### config.mk
export PLATFORM = sky130hd
export DESIGN_NAME = hwcc_top
export DESIGN_NICKNAME = d
export VERILOG_FILES = /design/src/common/hwcc_pkg.sv /design/src/rtl/hwcc_top.sv
export VERILOG_INCLUDE_DIRS = /design/src /design/src/common
export SDC_FILE = /design/constraint.sdc
export NUM_CORES = 1
export LEC_CHECK = 0
export ABC_AREA = 1
export BUFFER_PORTS_ARGS = -buffer_cell sky130_fd_sc_hd__buf_2
export CAP_MARGIN = 10
export CORE_MARGIN = 3
export CORE_UTILIZATION = 45
export CTS_BUF_LIST = sky130_fd_sc_hd__clkbuf_16
export CTS_CLUSTER_DIAMETER = 80
export DETAILED_ROUTE_END_ITERATION = 10
export PLACE_DENSITY = 0.75
export SETUP_SLACK_MARGIN = 0.5
export SLEW_MARGIN = 20
export SYNTH_ARGS = -nofsm -noshare
export SYNTH_HDL_FRONTEND = slang
export SYNTH_SLANG_ARGS = --single-unit
### constraint.sdc
create_clock -name pclk -period 2.45 [get_ports pclk]
set_input_delay 0.49 -clock pclk [delete_from_list [all_inputs] [get_ports pclk]]
set_output_delay 0.49 -clock pclk [all_outputs]
set_load 0.01 [all_outputs]
### src/common/hwcc_cfg.svh
// Constants for the halt, wake-up and clock control block.
`ifndef HWCC_CFG_SVH
`define HWCC_CFG_SVH
`define HWCC_PORT_W 8
`define HWCC_IRQ_W 4
`define HWCC_RESTART_CYCLES 1024
`define HWCC_CNT_W 11
`define HWCC_DIV_W 2
`define HWCC_DIV_LAST 2'h3
`define HWCC_DIV_HALF 2'h2
`define HWCC_WDT_OSC_PERIOD_NS 65000
`define HWCC_REG_W 12
`define HWCC_ADDR_CTRL 12'h000
`define HWCC_ADDR_STATUS 12'h004
`define HWCC_ADDR_CONFIG 12'h008
`define HWCC_CTRL_HALT 0
`define HWCC_CTRL_CLRWDT 1
`define HWCC_ST_PDF 0
`define HWCC_ST_TO 1
`define HWCC_ST_HALTED 2
`define HWCC_ST_DELAY 3
`define HWCC_CFG_RC 0
`define HWCC_CFG_WDTOSC 1
`define HWCC_CFG_WAKE_LSB 8
`endif

### src/common/hwcc_pkg.sv
// Types for the halt, wake-up and clock control block.
package hwcc_pkg;
   typedef enum logic [1:0] {
      hwcc_run = 2'b00,
      hwcc_halted = 2'b01,
      hwcc_restart = 2'b10
   } hwcc_state_type;
   typedef enum logic [1:0] {
      hwcc_cause_none = 2'b00,
      hwcc_cause_port = 2'b01,
      hwcc_cause_irq = 2'b10,
      hwcc_cause_wdt = 2'b11
   } hwcc_cause_type;
   typedef struct packed {
      hwcc_state_type state;
      hwcc_cause_type cause;
      logic [10:0] count;
      logic power_down_flag;
      logic watchdog_timeout_flag;
      logic [7:0] wake_enable;
      logic rc_mode;
      logic wdt_from_osc;
      logic [7:0] port_prev;
      logic [3:0] irq_masked;
      logic osc_run;
      logic core_stall;
      logic resume_next;
      logic irq_service;
      logic wdt_clear;
      logic wdt_run;
      logic wdt_reset;
      logic [1:0] div;
      logic osc_out_pin_oe_n;
      logic [31:0] prdata;
      logic pready;
   } hwcc_state_all_type;
endpackage

### src/rtl/hwcc_top.sv
// Halt entry, wake-up, restart delay and system clock output control.
`timescale 1ns/1ps
`include "hwcc_cfg.svh"
// Overview of operation
// - Halt state is entered by the halt instruction strobe or by a CTRL register write with the halt bit set.
// - Halt stops the system oscillator and stalls the core at halt.
// - While halted core stays stalled so memory, registers and ports hold.
// - Halt clears watchdog; it runs only when clocked by its own oscillator.
// - Halt sets the power-down flag and clears the time-out flag.
// - Wake on external reset, enabled port falling edge, interrupt or watchdog overflow.
// - External reset wake resets fully; watchdog overflow wake starts a watchdog reset.
// - Power-down flag clears on power-up or clear-watchdog, sets on halt.
// - Watchdog timeout in halt sets time-out flag, resets only PC and stack.
// - Each port pin has its own fixed wake enable bit.
// - Port wake resumes at the instruction after halt.
// - Disabled interrupt or full stack resumes after halt, request stays pending.
// - Enabled interrupt with stack room gets normal interrupt response.
// - Interrupt flag already set at halt entry cannot wake the device.
// - Every wake except external reset waits 1024 system clocks before resuming.
// - Interrupt service starts immediately after the delay ends, in the same cycle a resume would.
// - Resume at next instruction happens immediately after the delay ends.
// - One system clock source, crystal or RC, chosen by fixed configuration.
// - In RC mode the open-drain output pin carries system clock divided by four.
// - Selected watchdog oscillator keeps running during halt.
// - Watchdog counter cleared by reset pin, clear-watchdog or halt.
module hwcc_top
   import hwcc_pkg::*;
(
   input wire logic pclk,
   input wire logic presetn,
   input wire logic psel,
   input wire logic penable,
   input wire logic pwrite,
   input wire logic [31:0] paddr,
   input wire logic [31:0] pwdata,
   output logic [31:0] prdata,
   output logic pready,
   output logic pslverr,
   input wire logic halt_instr,
   input wire logic clear_watchdog_instr,
   input wire logic external_reset_pin_n,
   input wire logic [7:0] port_a_in,
   input wire logic [3:0] irq_flag,
   input wire logic [3:0] irq_enable,
   input wire logic stack_full,
   input wire logic wdt_overflow,
   output logic osc_run,
   output logic core_stall,
   output logic resume_next,
   output logic irq_service,
   output logic wdt_clear,
   output logic wdt_run,
   output logic wdt_reset,
   output logic system_reset,
   output logic power_down_flag,
   output logic watchdog_timeout_flag,
   output logic osc_out_pin_o,
   output logic osc_out_pin_oe_n
);
   hwcc_state_all_type r;
   hwcc_state_all_type n;
   logic rst_sync;
   logic rst_req;
   logic bus_wr;
   logic bus_rd;
   logic [7:0] port_fall;
   logic [3:0] irq_new;

   function automatic logic addr_is(input logic [31:0] a, input logic [11:0] off);
      addr_is = (a[11:0] == off) && (a[31:12] == 20'h00000);
   endfunction

   always_ff @(posedge pclk or negedge presetn) begin
      if (!presetn) begin
         rst_sync <= 1'b0;
         rst_req <= 1'b0;
      end else begin
         rst_sync <= ~external_reset_pin_n;
         rst_req <= rst_sync;
      end
   end

   always_comb begin
      bus_wr = psel && penable && pwrite;
      bus_rd = psel && !penable && !pwrite;
      port_fall = r.port_prev & ~port_a_in & r.wake_enable;
      irq_new = irq_flag & ~r.irq_masked;
      n = r;
      n.pready = psel && !penable;
      n.wdt_clear = 1'b0;
      n.wdt_reset = 1'b0;
      n.resume_next = 1'b0;
      n.irq_service = 1'b0;
      n.port_prev = port_a_in;
      if (bus_wr && addr_is(paddr, `HWCC_ADDR_CONFIG) && r.state == hwcc_run) begin
         n.rc_mode = pwdata[`HWCC_CFG_RC];
         n.wdt_from_osc = pwdata[`HWCC_CFG_WDTOSC];
         n.wake_enable = pwdata[`HWCC_CFG_WAKE_LSB +: `HWCC_PORT_W];
      end
      if (bus_rd) begin
         n.prdata = 32'h00000000;
         if (addr_is(paddr, `HWCC_ADDR_STATUS)) begin
            n.prdata[`HWCC_ST_PDF] = r.power_down_flag;
            n.prdata[`HWCC_ST_TO] = r.watchdog_timeout_flag;
            n.prdata[`HWCC_ST_HALTED] = (r.state == hwcc_halted);
            n.prdata[`HWCC_ST_DELAY] = (r.state == hwcc_restart);
         end else if (addr_is(paddr, `HWCC_ADDR_CONFIG)) begin
            n.prdata[`HWCC_CFG_RC] = r.rc_mode;
            n.prdata[`HWCC_CFG_WDTOSC] = r.wdt_from_osc;
            n.prdata[`HWCC_CFG_WAKE_LSB +: `HWCC_PORT_W] = r.wake_enable;
         end
      end
      // Halt and clear-watchdog also accept a bus write so software can drive them.
      if ((clear_watchdog_instr || (bus_wr && addr_is(paddr, `HWCC_ADDR_CTRL)
            && pwdata[`HWCC_CTRL_CLRWDT])) && r.state == hwcc_run) begin
         n.power_down_flag = 1'b0;
         n.wdt_clear = 1'b1;
      end
      case (r.state)
         hwcc_run: begin
            if (halt_instr || (bus_wr && addr_is(paddr, `HWCC_ADDR_CTRL)
                  && pwdata[`HWCC_CTRL_HALT])) begin
               n.state = hwcc_halted;
               n.osc_run = 1'b0;
               n.core_stall = 1'b1;
               n.wdt_clear = 1'b1;
               n.wdt_run = r.wdt_from_osc;
               n.power_down_flag = 1'b1;
               n.watchdog_timeout_flag = 1'b0;
               n.irq_masked = irq_flag;
            end
         end
         hwcc_halted: begin
            // The cause is latched in priority order so a single restart serves all events.
            if (r.wdt_run && wdt_overflow) begin
               n.cause = hwcc_cause_wdt;
               n.watchdog_timeout_flag = 1'b1;
            end else if (|irq_new) begin
               n.cause = hwcc_cause_irq;
            end else if (|port_fall) begin
               n.cause = hwcc_cause_port;
            end
            if (r.wdt_run && wdt_overflow || |irq_new || |port_fall) begin
               n.state = hwcc_restart;
               n.osc_run = 1'b1;
               n.count = '0;
            end
         end
         hwcc_restart: begin
            n.count = r.count + 11'h001;
            if (r.count == 11'(`HWCC_RESTART_CYCLES - 1)) begin
               n.state = hwcc_run;
               n.core_stall = 1'b0;
               n.wdt_run = 1'b1;
               n.irq_masked = '0;
               n.cause = hwcc_cause_none;
               if (r.cause == hwcc_cause_wdt) begin
                  n.wdt_reset = 1'b1;
               end else if (r.cause == hwcc_cause_irq &&
                     |(irq_new & irq_enable) && !stack_full) begin
                  n.irq_service = 1'b1;
               end else begin
                  n.resume_next = 1'b1;
               end
            end
         end
         default: begin
            n.state = hwcc_run;
         end
      endcase
      if (r.rc_mode && r.osc_run) begin
         n.div = r.div + 2'h1;
      end
      n.osc_out_pin_oe_n = !(r.rc_mode && r.div < `HWCC_DIV_HALF);
      if (rst_req) begin
         n.state = hwcc_run;
         n.osc_run = 1'b1;
         n.core_stall = 1'b0;
         n.wdt_clear = 1'b1;
         n.wdt_run = 1'b1;
         n.cause = hwcc_cause_none;
         n.irq_masked = '0;
      end
   end

   always_ff @(posedge pclk or negedge presetn) begin
      if (!presetn) begin
         r <= '0;
         r.osc_run <= 1'b1;
         r.wdt_run <= 1'b1;
         r.osc_out_pin_oe_n <= 1'b1;
         r.port_prev <= 8'hff;
      end else begin
         r <= n;
      end
   end

   // The system reset pulse is registered separately from the core state struct.
   logic sys_rst_q;
   always_ff @(posedge pclk or negedge presetn) begin
      if (!presetn) begin
         sys_rst_q <= 1'b1;
      end else begin
         sys_rst_q <= rst_req;
      end
   end

   always_comb begin
      prdata = r.prdata;
      pready = r.pready;
      pslverr = 1'b0;
      osc_run = r.osc_run;
      core_stall = r.core_stall;
      resume_next = r.resume_next;
      irq_service = r.irq_service;
      wdt_clear = r.wdt_clear;
      wdt_run = r.wdt_run;
      wdt_reset = r.wdt_reset;
      system_reset = sys_rst_q;
      power_down_flag = r.power_down_flag;
      watchdog_timeout_flag = r.watchdog_timeout_flag;
      osc_out_pin_o = 1'b0;
      osc_out_pin_oe_n = r.osc_out_pin_oe_n;
   end
endmodule

==> flow_summary_export.csv, run 1 <==
group,metric,value,unit
finish,largest_register_ff_count,39,
worst_setup_path,critical_path.most_common_cell,"sky130_fd_sc_hd__nand2_1",
timing,setup_skew_after_layout,0.00718,ns
timing,achievable_frequency,599,MHz
finish,layout.cell_area.non_filler,4080,sq um
timing,timing.final.hold_violations,0,
yosys,synth_sequential_area_ratio,49.2,%
worst_setup_path,timing.critical_path.required,2.64,ns
timing,final.hold.worst_slack,0.128,ns
pwr,seqPwrFrac,41.4,%
worst_setup_path,worst_ep_arrival_time,1.86,ns
pwr,internal_power,2.15,mW
status,status,"complete, no violations",
worst_setup_path,endpoint_kind,"flop",
drt,initial_drt_markers,150,
grt,grt_pass1_vias,2606,
clock_tree,cts_max_path_buffers,2,
worst_setup_path,crit_path_max_incr_delay,0.30,ns
finish,nets,584,
placed_design,gpl.final_weighted_congestion,0.827,
drt,wl_per_cell,11.8,um
drt,met1_length,2.98,mm
finish,final_common_cell,"sky130_fd_sc_hd__buf_2",
grt,grt_max_degree,30,
yosys,synth.lib_cells_used.distinct,34,
clock_tree,clock_latency,0.33,ns
drt,viasPerCell,4.64,
finish,insertedDiodeCount,0,
finish,regMostFlops,"r",
clock_tree,cts_setup_buffers,0,
yosys,synth_area,3340,sq um
drt,detail_route.wirelength,7.01,mm
finish,layout-area-overhead-vs-synth,22.1,%
timing,layout_worst_path_cycle_share,68.1,%
pwr,combinational_cell_fraction_of_total_power,11.1,%
drt,met2_length,3.44,mm
clock_tree,cts_repair_resize_count,0,
pwr,irDropWorstVdd,379,uV
drt,detail-route-antenna-nets,0,
yosys,postSynthCellCount,405,
floorplanning,rows,30,
clock_tree,cts_max_level,3,
worst_setup_path,cp_top_family,"simple AND/OR/NAND/NOR gates",
floorplanning,coreArea,6980,sq um
placed_design,count_of_port_buffers_added_during_placement,91,
drt,post_route_drc_violation_count,0,
pwr,switching_share,24.8,%
floorplanning,top_level_ports,136,
worst_setup_path,path_max_fanout,15,
yosys,syn_avg_cell_area,8.25,sq um
pwr,power_density,700,nW/um^2
yosys,top_area_cell_type_share_of_the_netlist_area,39.7,%
min_path,worst_hold_path_type,"in -> async",
yosys,yosys-top-cells-area,"sky130_fd_sc_hd__dfrtp_1 40%, sky130_fd_sc_hd__dfstp_2 9.4%, sky130_fd_sc_hd__nand2_1 9.3%",
worst_setup_path,crit_path_cell_trace,"buf_2 -> nor2_1 -> nand2_1 -> nor2_1 -> nand2_1 -> nor2_4 -> nand3_1 -> nand2_2 -> nand2_1 -> nand2_1 -> o21ai_0",
finish,final_layout_size_suffix_gt1_share,29.7,%
finish,layout_common_cells,"91 x sky130_fd_sc_hd__buf_2, 83 x sky130_fd_sc_hd__nand2_1, 53 x sky130_fd_sc_hd__dfrtp_1",
placed_design,hpwlAfterDp,5.22,mm
pwr,power_switching,0.708,mW
worst_setup_path,crit_path_category,"in -> reg",
timing,drv_slew,0,
worst_setup_path,critPathLaunchType,"input pin",
floorplanning,dieArea,8490,sq um
grt,grt_antenna_before_repair,0,
grt,aggregate_global_routing_overflow,0,
placed_design,placedInstanceArea,3760,sq um
run,max_cap_viols,0,
grt,grt_first_pass_wirelength,11.8,mm
yosys,synth_top_cell_by_area,"sky130_fd_sc_hd__dfrtp_1",
clock_tree,clock-sinks,65,
pwr,power.share.clock,47.6,%
clock_tree,hold_buffers,0,
pwr,cellLeakagePower,2.08,nW
clock_tree,cts_tree,"built",
timing,worst_slew_margin_rel,61.9,%
drt,route.met3.wl,461,um
timing,fin_setup_tns,0,ns
grt,total_grt_usage,17.5,%
timing,worst_pin_slew,0.571,ns
drt,dr.pass1.iters,4,
finish,fillerInstances,626,
worst_setup_path,timing.critical_path.buf_inv,1,
yosys,ys_ff_latch,65,
drt,highest_layer,"met4",
timing,rsz_0062_raised_after_global_routing,"no",
clock_tree,numCtsBuffers,9,
floorplanning,die_x,92.1,um
worst_setup_path,standard_cell_with_the_maximum_stage_delay_on_the_critical_path,"sky130_fd_sc_hd__nor2_4",
pwr,finalPower,2.86,mW
floorplanning,die_height,92.1,um
floorplanning,initial_core_utilization,47.8,%
clock_tree,worst_setup_hold_path_clk_slew,0.06,ns
drt,vias,2756,
yosys,synthesis.yosys.warnings,0,
clock_tree,cts-root-buf,"sky130_fd_sc_hd__clkbuf_16",
timing,finalWorstPathRequiredPeriod,1.67,ns
timing,finalSetupViolations,0,
-- metrics by stage --
step	setup WS (ns)	utilization, %	cells
finish	0.782	58.4	594
global route	0.559	58.4	594
CTS	0.781	58.4	594
detailed placement	0.500	53.8	578
global placement	0.504	53.8	578
floorplan	0.984	-	426
-- power by group through the flow --
stage          combinational (mW)  clock [mW]  sequential (mW)
2_1_floorplan               0.202           0             1.20
6_report                    0.316        1.36             1.18
4_1_cts                     0.320        1.38             1.18
3_3_place_gp                0.310           0             1.20
3_5_place_dp                0.316           0             1.20
5_1_grt                     0.364        1.44             1.19
-- cell families (layout without fill, tap and decap cells) --
| group | count (synthesis) | in the layout | synth area share [%] |
|---|---|---|---|
| simple gates | 186 | 186 | 25.9 |
| buf+inv | 96 | 168 | 14.8 |
| flops | 65 | 65 | 49.2 |
| compound gates | 54 | 54 | 9.10 |
| xor+xnor | 2 | 2 | 0.525 |
| fa+ha+maj | 1 | 1 | 0.375 |
| other cells | 1 | 22 | 0.112 |
-- worst paths after layout --
check / start / to / slack (ns) / depth (start not counted)
min in group pclk: port_a_in[3] / r[50] / 0.26 / 1
worst min-delay path: presetn / prdata[11] / 0.13 / 1
worst max register to register: r[50] / r[71] / 0.84 / 9
worst max-delay path: paddr[27] / watchdog_timeout_flag / 0.78 / 11
max in group asynchronous: presetn / system_reset / 1.65 / 2
worst min register to register: rst_sync / rst_req / 0.35 / 0
-- layer usage --
metal	vias to the layer above	track usage, %
met5	-	0
met2	92	29.3
met1	1234	21.0
met3	11	4.43
li1	1419	-
met4	0	8.29
-- Yosys cell counts, drive strengths merged --
master,number
clkbuf,2
dfrtp,53
xor2,1
inv,56
conb,1
nand4,7
o31ai,2
nor2,43
o211ai,1
buf,37
o21a,1
clkinv,1
xnor2,1
o22ai,4
nor3,9
nand2,88
o21ai,41
ha,1
nand3,35
a21oi,5
dfstp,12
and2,1
nand3b,3
-- worst register-to-register path, stage by stage (launching register included) --
cell and delay [ns]:
sky130_fd_sc_hd__dfstp_2 0.51, sky130_fd_sc_hd__nand3_1 0.07, sky130_fd_sc_hd__nand2_1 0.07, sky130_fd_sc_hd__nor2_1 0.06, sky130_fd_sc_hd__nand2_1 0.16, sky130_fd_sc_hd__nor2_1 0.06, sky130_fd_sc_hd__nor2_1 0.19, sky130_fd_sc_hd__inv_2 0.10
sky130_fd_sc_hd__nand2_2 0.14, sky130_fd_sc_hd__o21ai_0 0.11
-- area by class of cell --
cell class	count	area [sq um]	share of cell area [%]
well taps	96	120	2.95
repair buffers	95	498	12.2
multi-input cells	265	1280	31.5
clock inverters	7	95.1	2.33
flip-flops and latches	65	1640	40.3
clock buffers	9	225	5.52
inverters	57	214	5.25
Note: power is estimated with default switching activity, not from simulation.
==> run 2, diff against run 1 <==
- clock period: 2.45 -> 1.7 ns (I/O delays scaled with it)
==> flow_summary_export.csv, run 2 (synthesis results as in run 1) <==
group,metric,value,unit
placed_design,hpwlAfterDp,5.70,mm
pwr,power.share.clock,42.3,%
placed_design,pre_cts_ws,0.000707,ns
worst_setup_path,endpoint_kind,"flop",
worst_setup_path,crit_path_category,"reg -> reg",
min_path,worst_hold_path_type,"in -> reg",
finish,nets,633,
timing,finalWorstPathRequiredPeriod,1.56,ns
timing,fin_setup_tns,0,ns
timing,achievable_frequency,641,MHz
clock_tree,numCtsBuffers,9,
drt,viasPerCell,5.01,
floorplanning,initial_core_utilization,47.8,%
worst_setup_path,path_max_fanout,4,
drt,route.met3.wl,659,um
floorplanning,die_height,92.1,um
timing,rsz_0062_raised_after_global_routing,"yes",
grt,total_grt_usage,19.8,%
clock_tree,clock_latency,0.33,ns
drt,met2_length,4.90,mm
drt,met1_length,3.76,mm
finish,final_layout_size_suffix_gt1_share,52.5,%
pwr,switching_share,27.5,%
grt,grt_max_degree,27,
timing,layout_setup_ws,0.141,ns
timing,finalSetupViolations,0,
worst_setup_path,timing.critical_path.required,1.91,ns
worst_setup_path,critPathLaunchType,"flop",
finish,layout_common_cells,"81 x sky130_fd_sc_hd__buf_2, 59 x sky130_fd_sc_hd__nand2_1, 51 x sky130_fd_sc_hd__dfrtp_1",
clock_tree,cts_max_level,3,
finish,final_common_cell,"sky130_fd_sc_hd__buf_2",
floorplanning,dieArea,8490,sq um
placed_design,gpl.final_weighted_congestion,0.837,
pwr,power_switching,1.18,mW
floorplanning,coreArea,6980,sq um
finish,regMostFlops,"r",
worst_setup_path,worst_ep_arrival_time,1.77,ns
finish,fillerInstances,499,
run,max_cap_viols,0,
pwr,seqPwrFrac,40.0,%
clock_tree,cts-root-buf,"sky130_fd_sc_hd__clkbuf_16",
timing,drv_slew,0,
drt,vias,3219,
status,status,"complete, no violations",
pwr,power_density,854,nW/um^2
drt,post_route_drc_violation_count,0,
grt,grt_first_pass_wirelength,13.3,mm
drt,detail_route.wirelength,9.55,mm
clock_tree,worst_setup_hold_path_clk_slew,0.06,ns
floorplanning,rows,30,
pwr,combinational_cell_fraction_of_total_power,17.7,%
finish,layout-area-overhead-vs-synth,50.4,%
floorplanning,top_level_ports,136,
clock_tree,clock-sinks,65,
drt,initial_drt_markers,130,
floorplanning,die_x,92.1,um
pwr,internal_power,3.11,mW
drt,highest_layer,"met4",
placed_design,count_of_port_buffers_added_during_placement,91,
grt,aggregate_global_routing_overflow,0,
grt,grt_pass1_vias,2917,
clock_tree,cts_tree,"built",
finish,insertedDiodeCount,0,
finish,largest_register_ff_count,39,
grt,grt_antenna_before_repair,0,
clock_tree,cts_max_path_buffers,2,
pwr,cellLeakagePower,2.48,nW
drt,dr.pass1.iters,5,
timing,layout_worst_path_cycle_share,91.7,%
drt,wl_per_cell,14.9,um
timing,setup_skew_after_layout,0.00602,ns
pwr,irDropWorstVdd,468,uV
finish,fin_util,72.0,%
timing,timing.final.hold_violations,0,
drt,detail-route-antenna-nets,0,
-- run 2: changes by cell type in the layout (fill, tap and decap cells not counted), moves of 12 or more --
cell,change
sky130_fd_sc_hd__buf_4,+37
sky130_fd_sc_hd__buf_6,+16
sky130_fd_sc_hd__nand2_1,-24
sky130_fd_sc_hd__nand2_2,+18
sky130_fd_sc_hd__nand3_1,-20
sky130_fd_sc_hd__nand3_2,+16
sky130_fd_sc_hd__nor2_1,-16
sky130_fd_sc_hd__o21ai_0,-19
sky130_fd_sc_hd__o21ai_2,+12
-- run 2: power by group through the flow --
stage / clock network [mW] / logic, mW / registers (mW)
floorplan: 0 / 0.312 / 1.73
global placement: 0 / 0.487 / 1.73
detailed placement: 0 / 0.501 / 1.73
CTS: 1.83 / 0.612 / 1.71
global route: 1.89 / 0.831 / 1.72
finish: 1.81 / 0.761 / 1.71
-- run 2: layout make-up --
cell class              instances  area, sq um  area share [%]
clock buffers                   9          225            4.48
multi-input cells             265         1720            34.2
inverters                      57          239            4.76
repair buffers                144         1010            20.0
flip-flops and latches         65         1640            32.7
clock inverters                 7         71.3            1.42
well taps                      96          120            2.39
-- run 2: final timing paths --
path	slack, ns	cells after the start	to	start
max in group asynchronous	0.68	3	r[53]	presetn
setup reg to reg	0.14	8	r[78]	r[81]
hold / removal	0.11	1	r[54]	port_a_in[7]
hold reg to reg	0.35	0	rst_req	rst_sync
setup / recovery	0.14	8	r[78]	r[81]
min in group asynchronous	0.47	2	r[60]	presetn
-- run 2: per-stage QoR --
stage / total power [mW] / hold WS (ns) / instance area [sq um] / std cells
2_1_floorplan: 2.04 / 0.0444 / 3530 / 426
3_3_place_gp: 2.21 / 0.256 / 3920 / 583
3_5_place_dp: 2.23 / 0.260 / 3920 / 583
4_1_cts: 4.15 / 0.106 / 4500 / 620
5_1_grt: 4.44 / 0.112 / 5020 / 643
6_report: 4.29 / 0.111 / 5020 / 643
-- run 2: worst max-delay path, stage by stage (launching register included) --
cell and delay, ns:
sky130_fd_sc_hd__dfrtp_2 0.46, sky130_fd_sc_hd__inv_2 0.07, sky130_fd_sc_hd__nand2_2 0.11, sky130_fd_sc_hd__nor2_2 0.16, sky130_fd_sc_hd__nand3_2 0.15, sky130_fd_sc_hd__nor2_4 0.18, sky130_fd_sc_hd__nor2_4 0.08, sky130_fd_sc_hd__nand4_1 0.14
sky130_fd_sc_hd__nand2_1 0.08
-- run 2: what timing repair did --
item,CTS,global route
hold buffers,1,0
pin swaps,13,37
gates resized for setup,38,90
setup buffers,20,21
cloned,0,2
hold endpoints to repair,6,0
endpoints found under the setup margin,56,66
-- run 2: routing by layer --
| layer | GRT usage (%) | vias up |
|---|---|---|
| met5 | 0 | - |
| met4 | 8.42 | 0 |
| met3 | 3.77 | 24 |
| met2 | 34.5 | 150 |
| met1 | 23.8 | 1529 |
| li1 | - | 1516 |
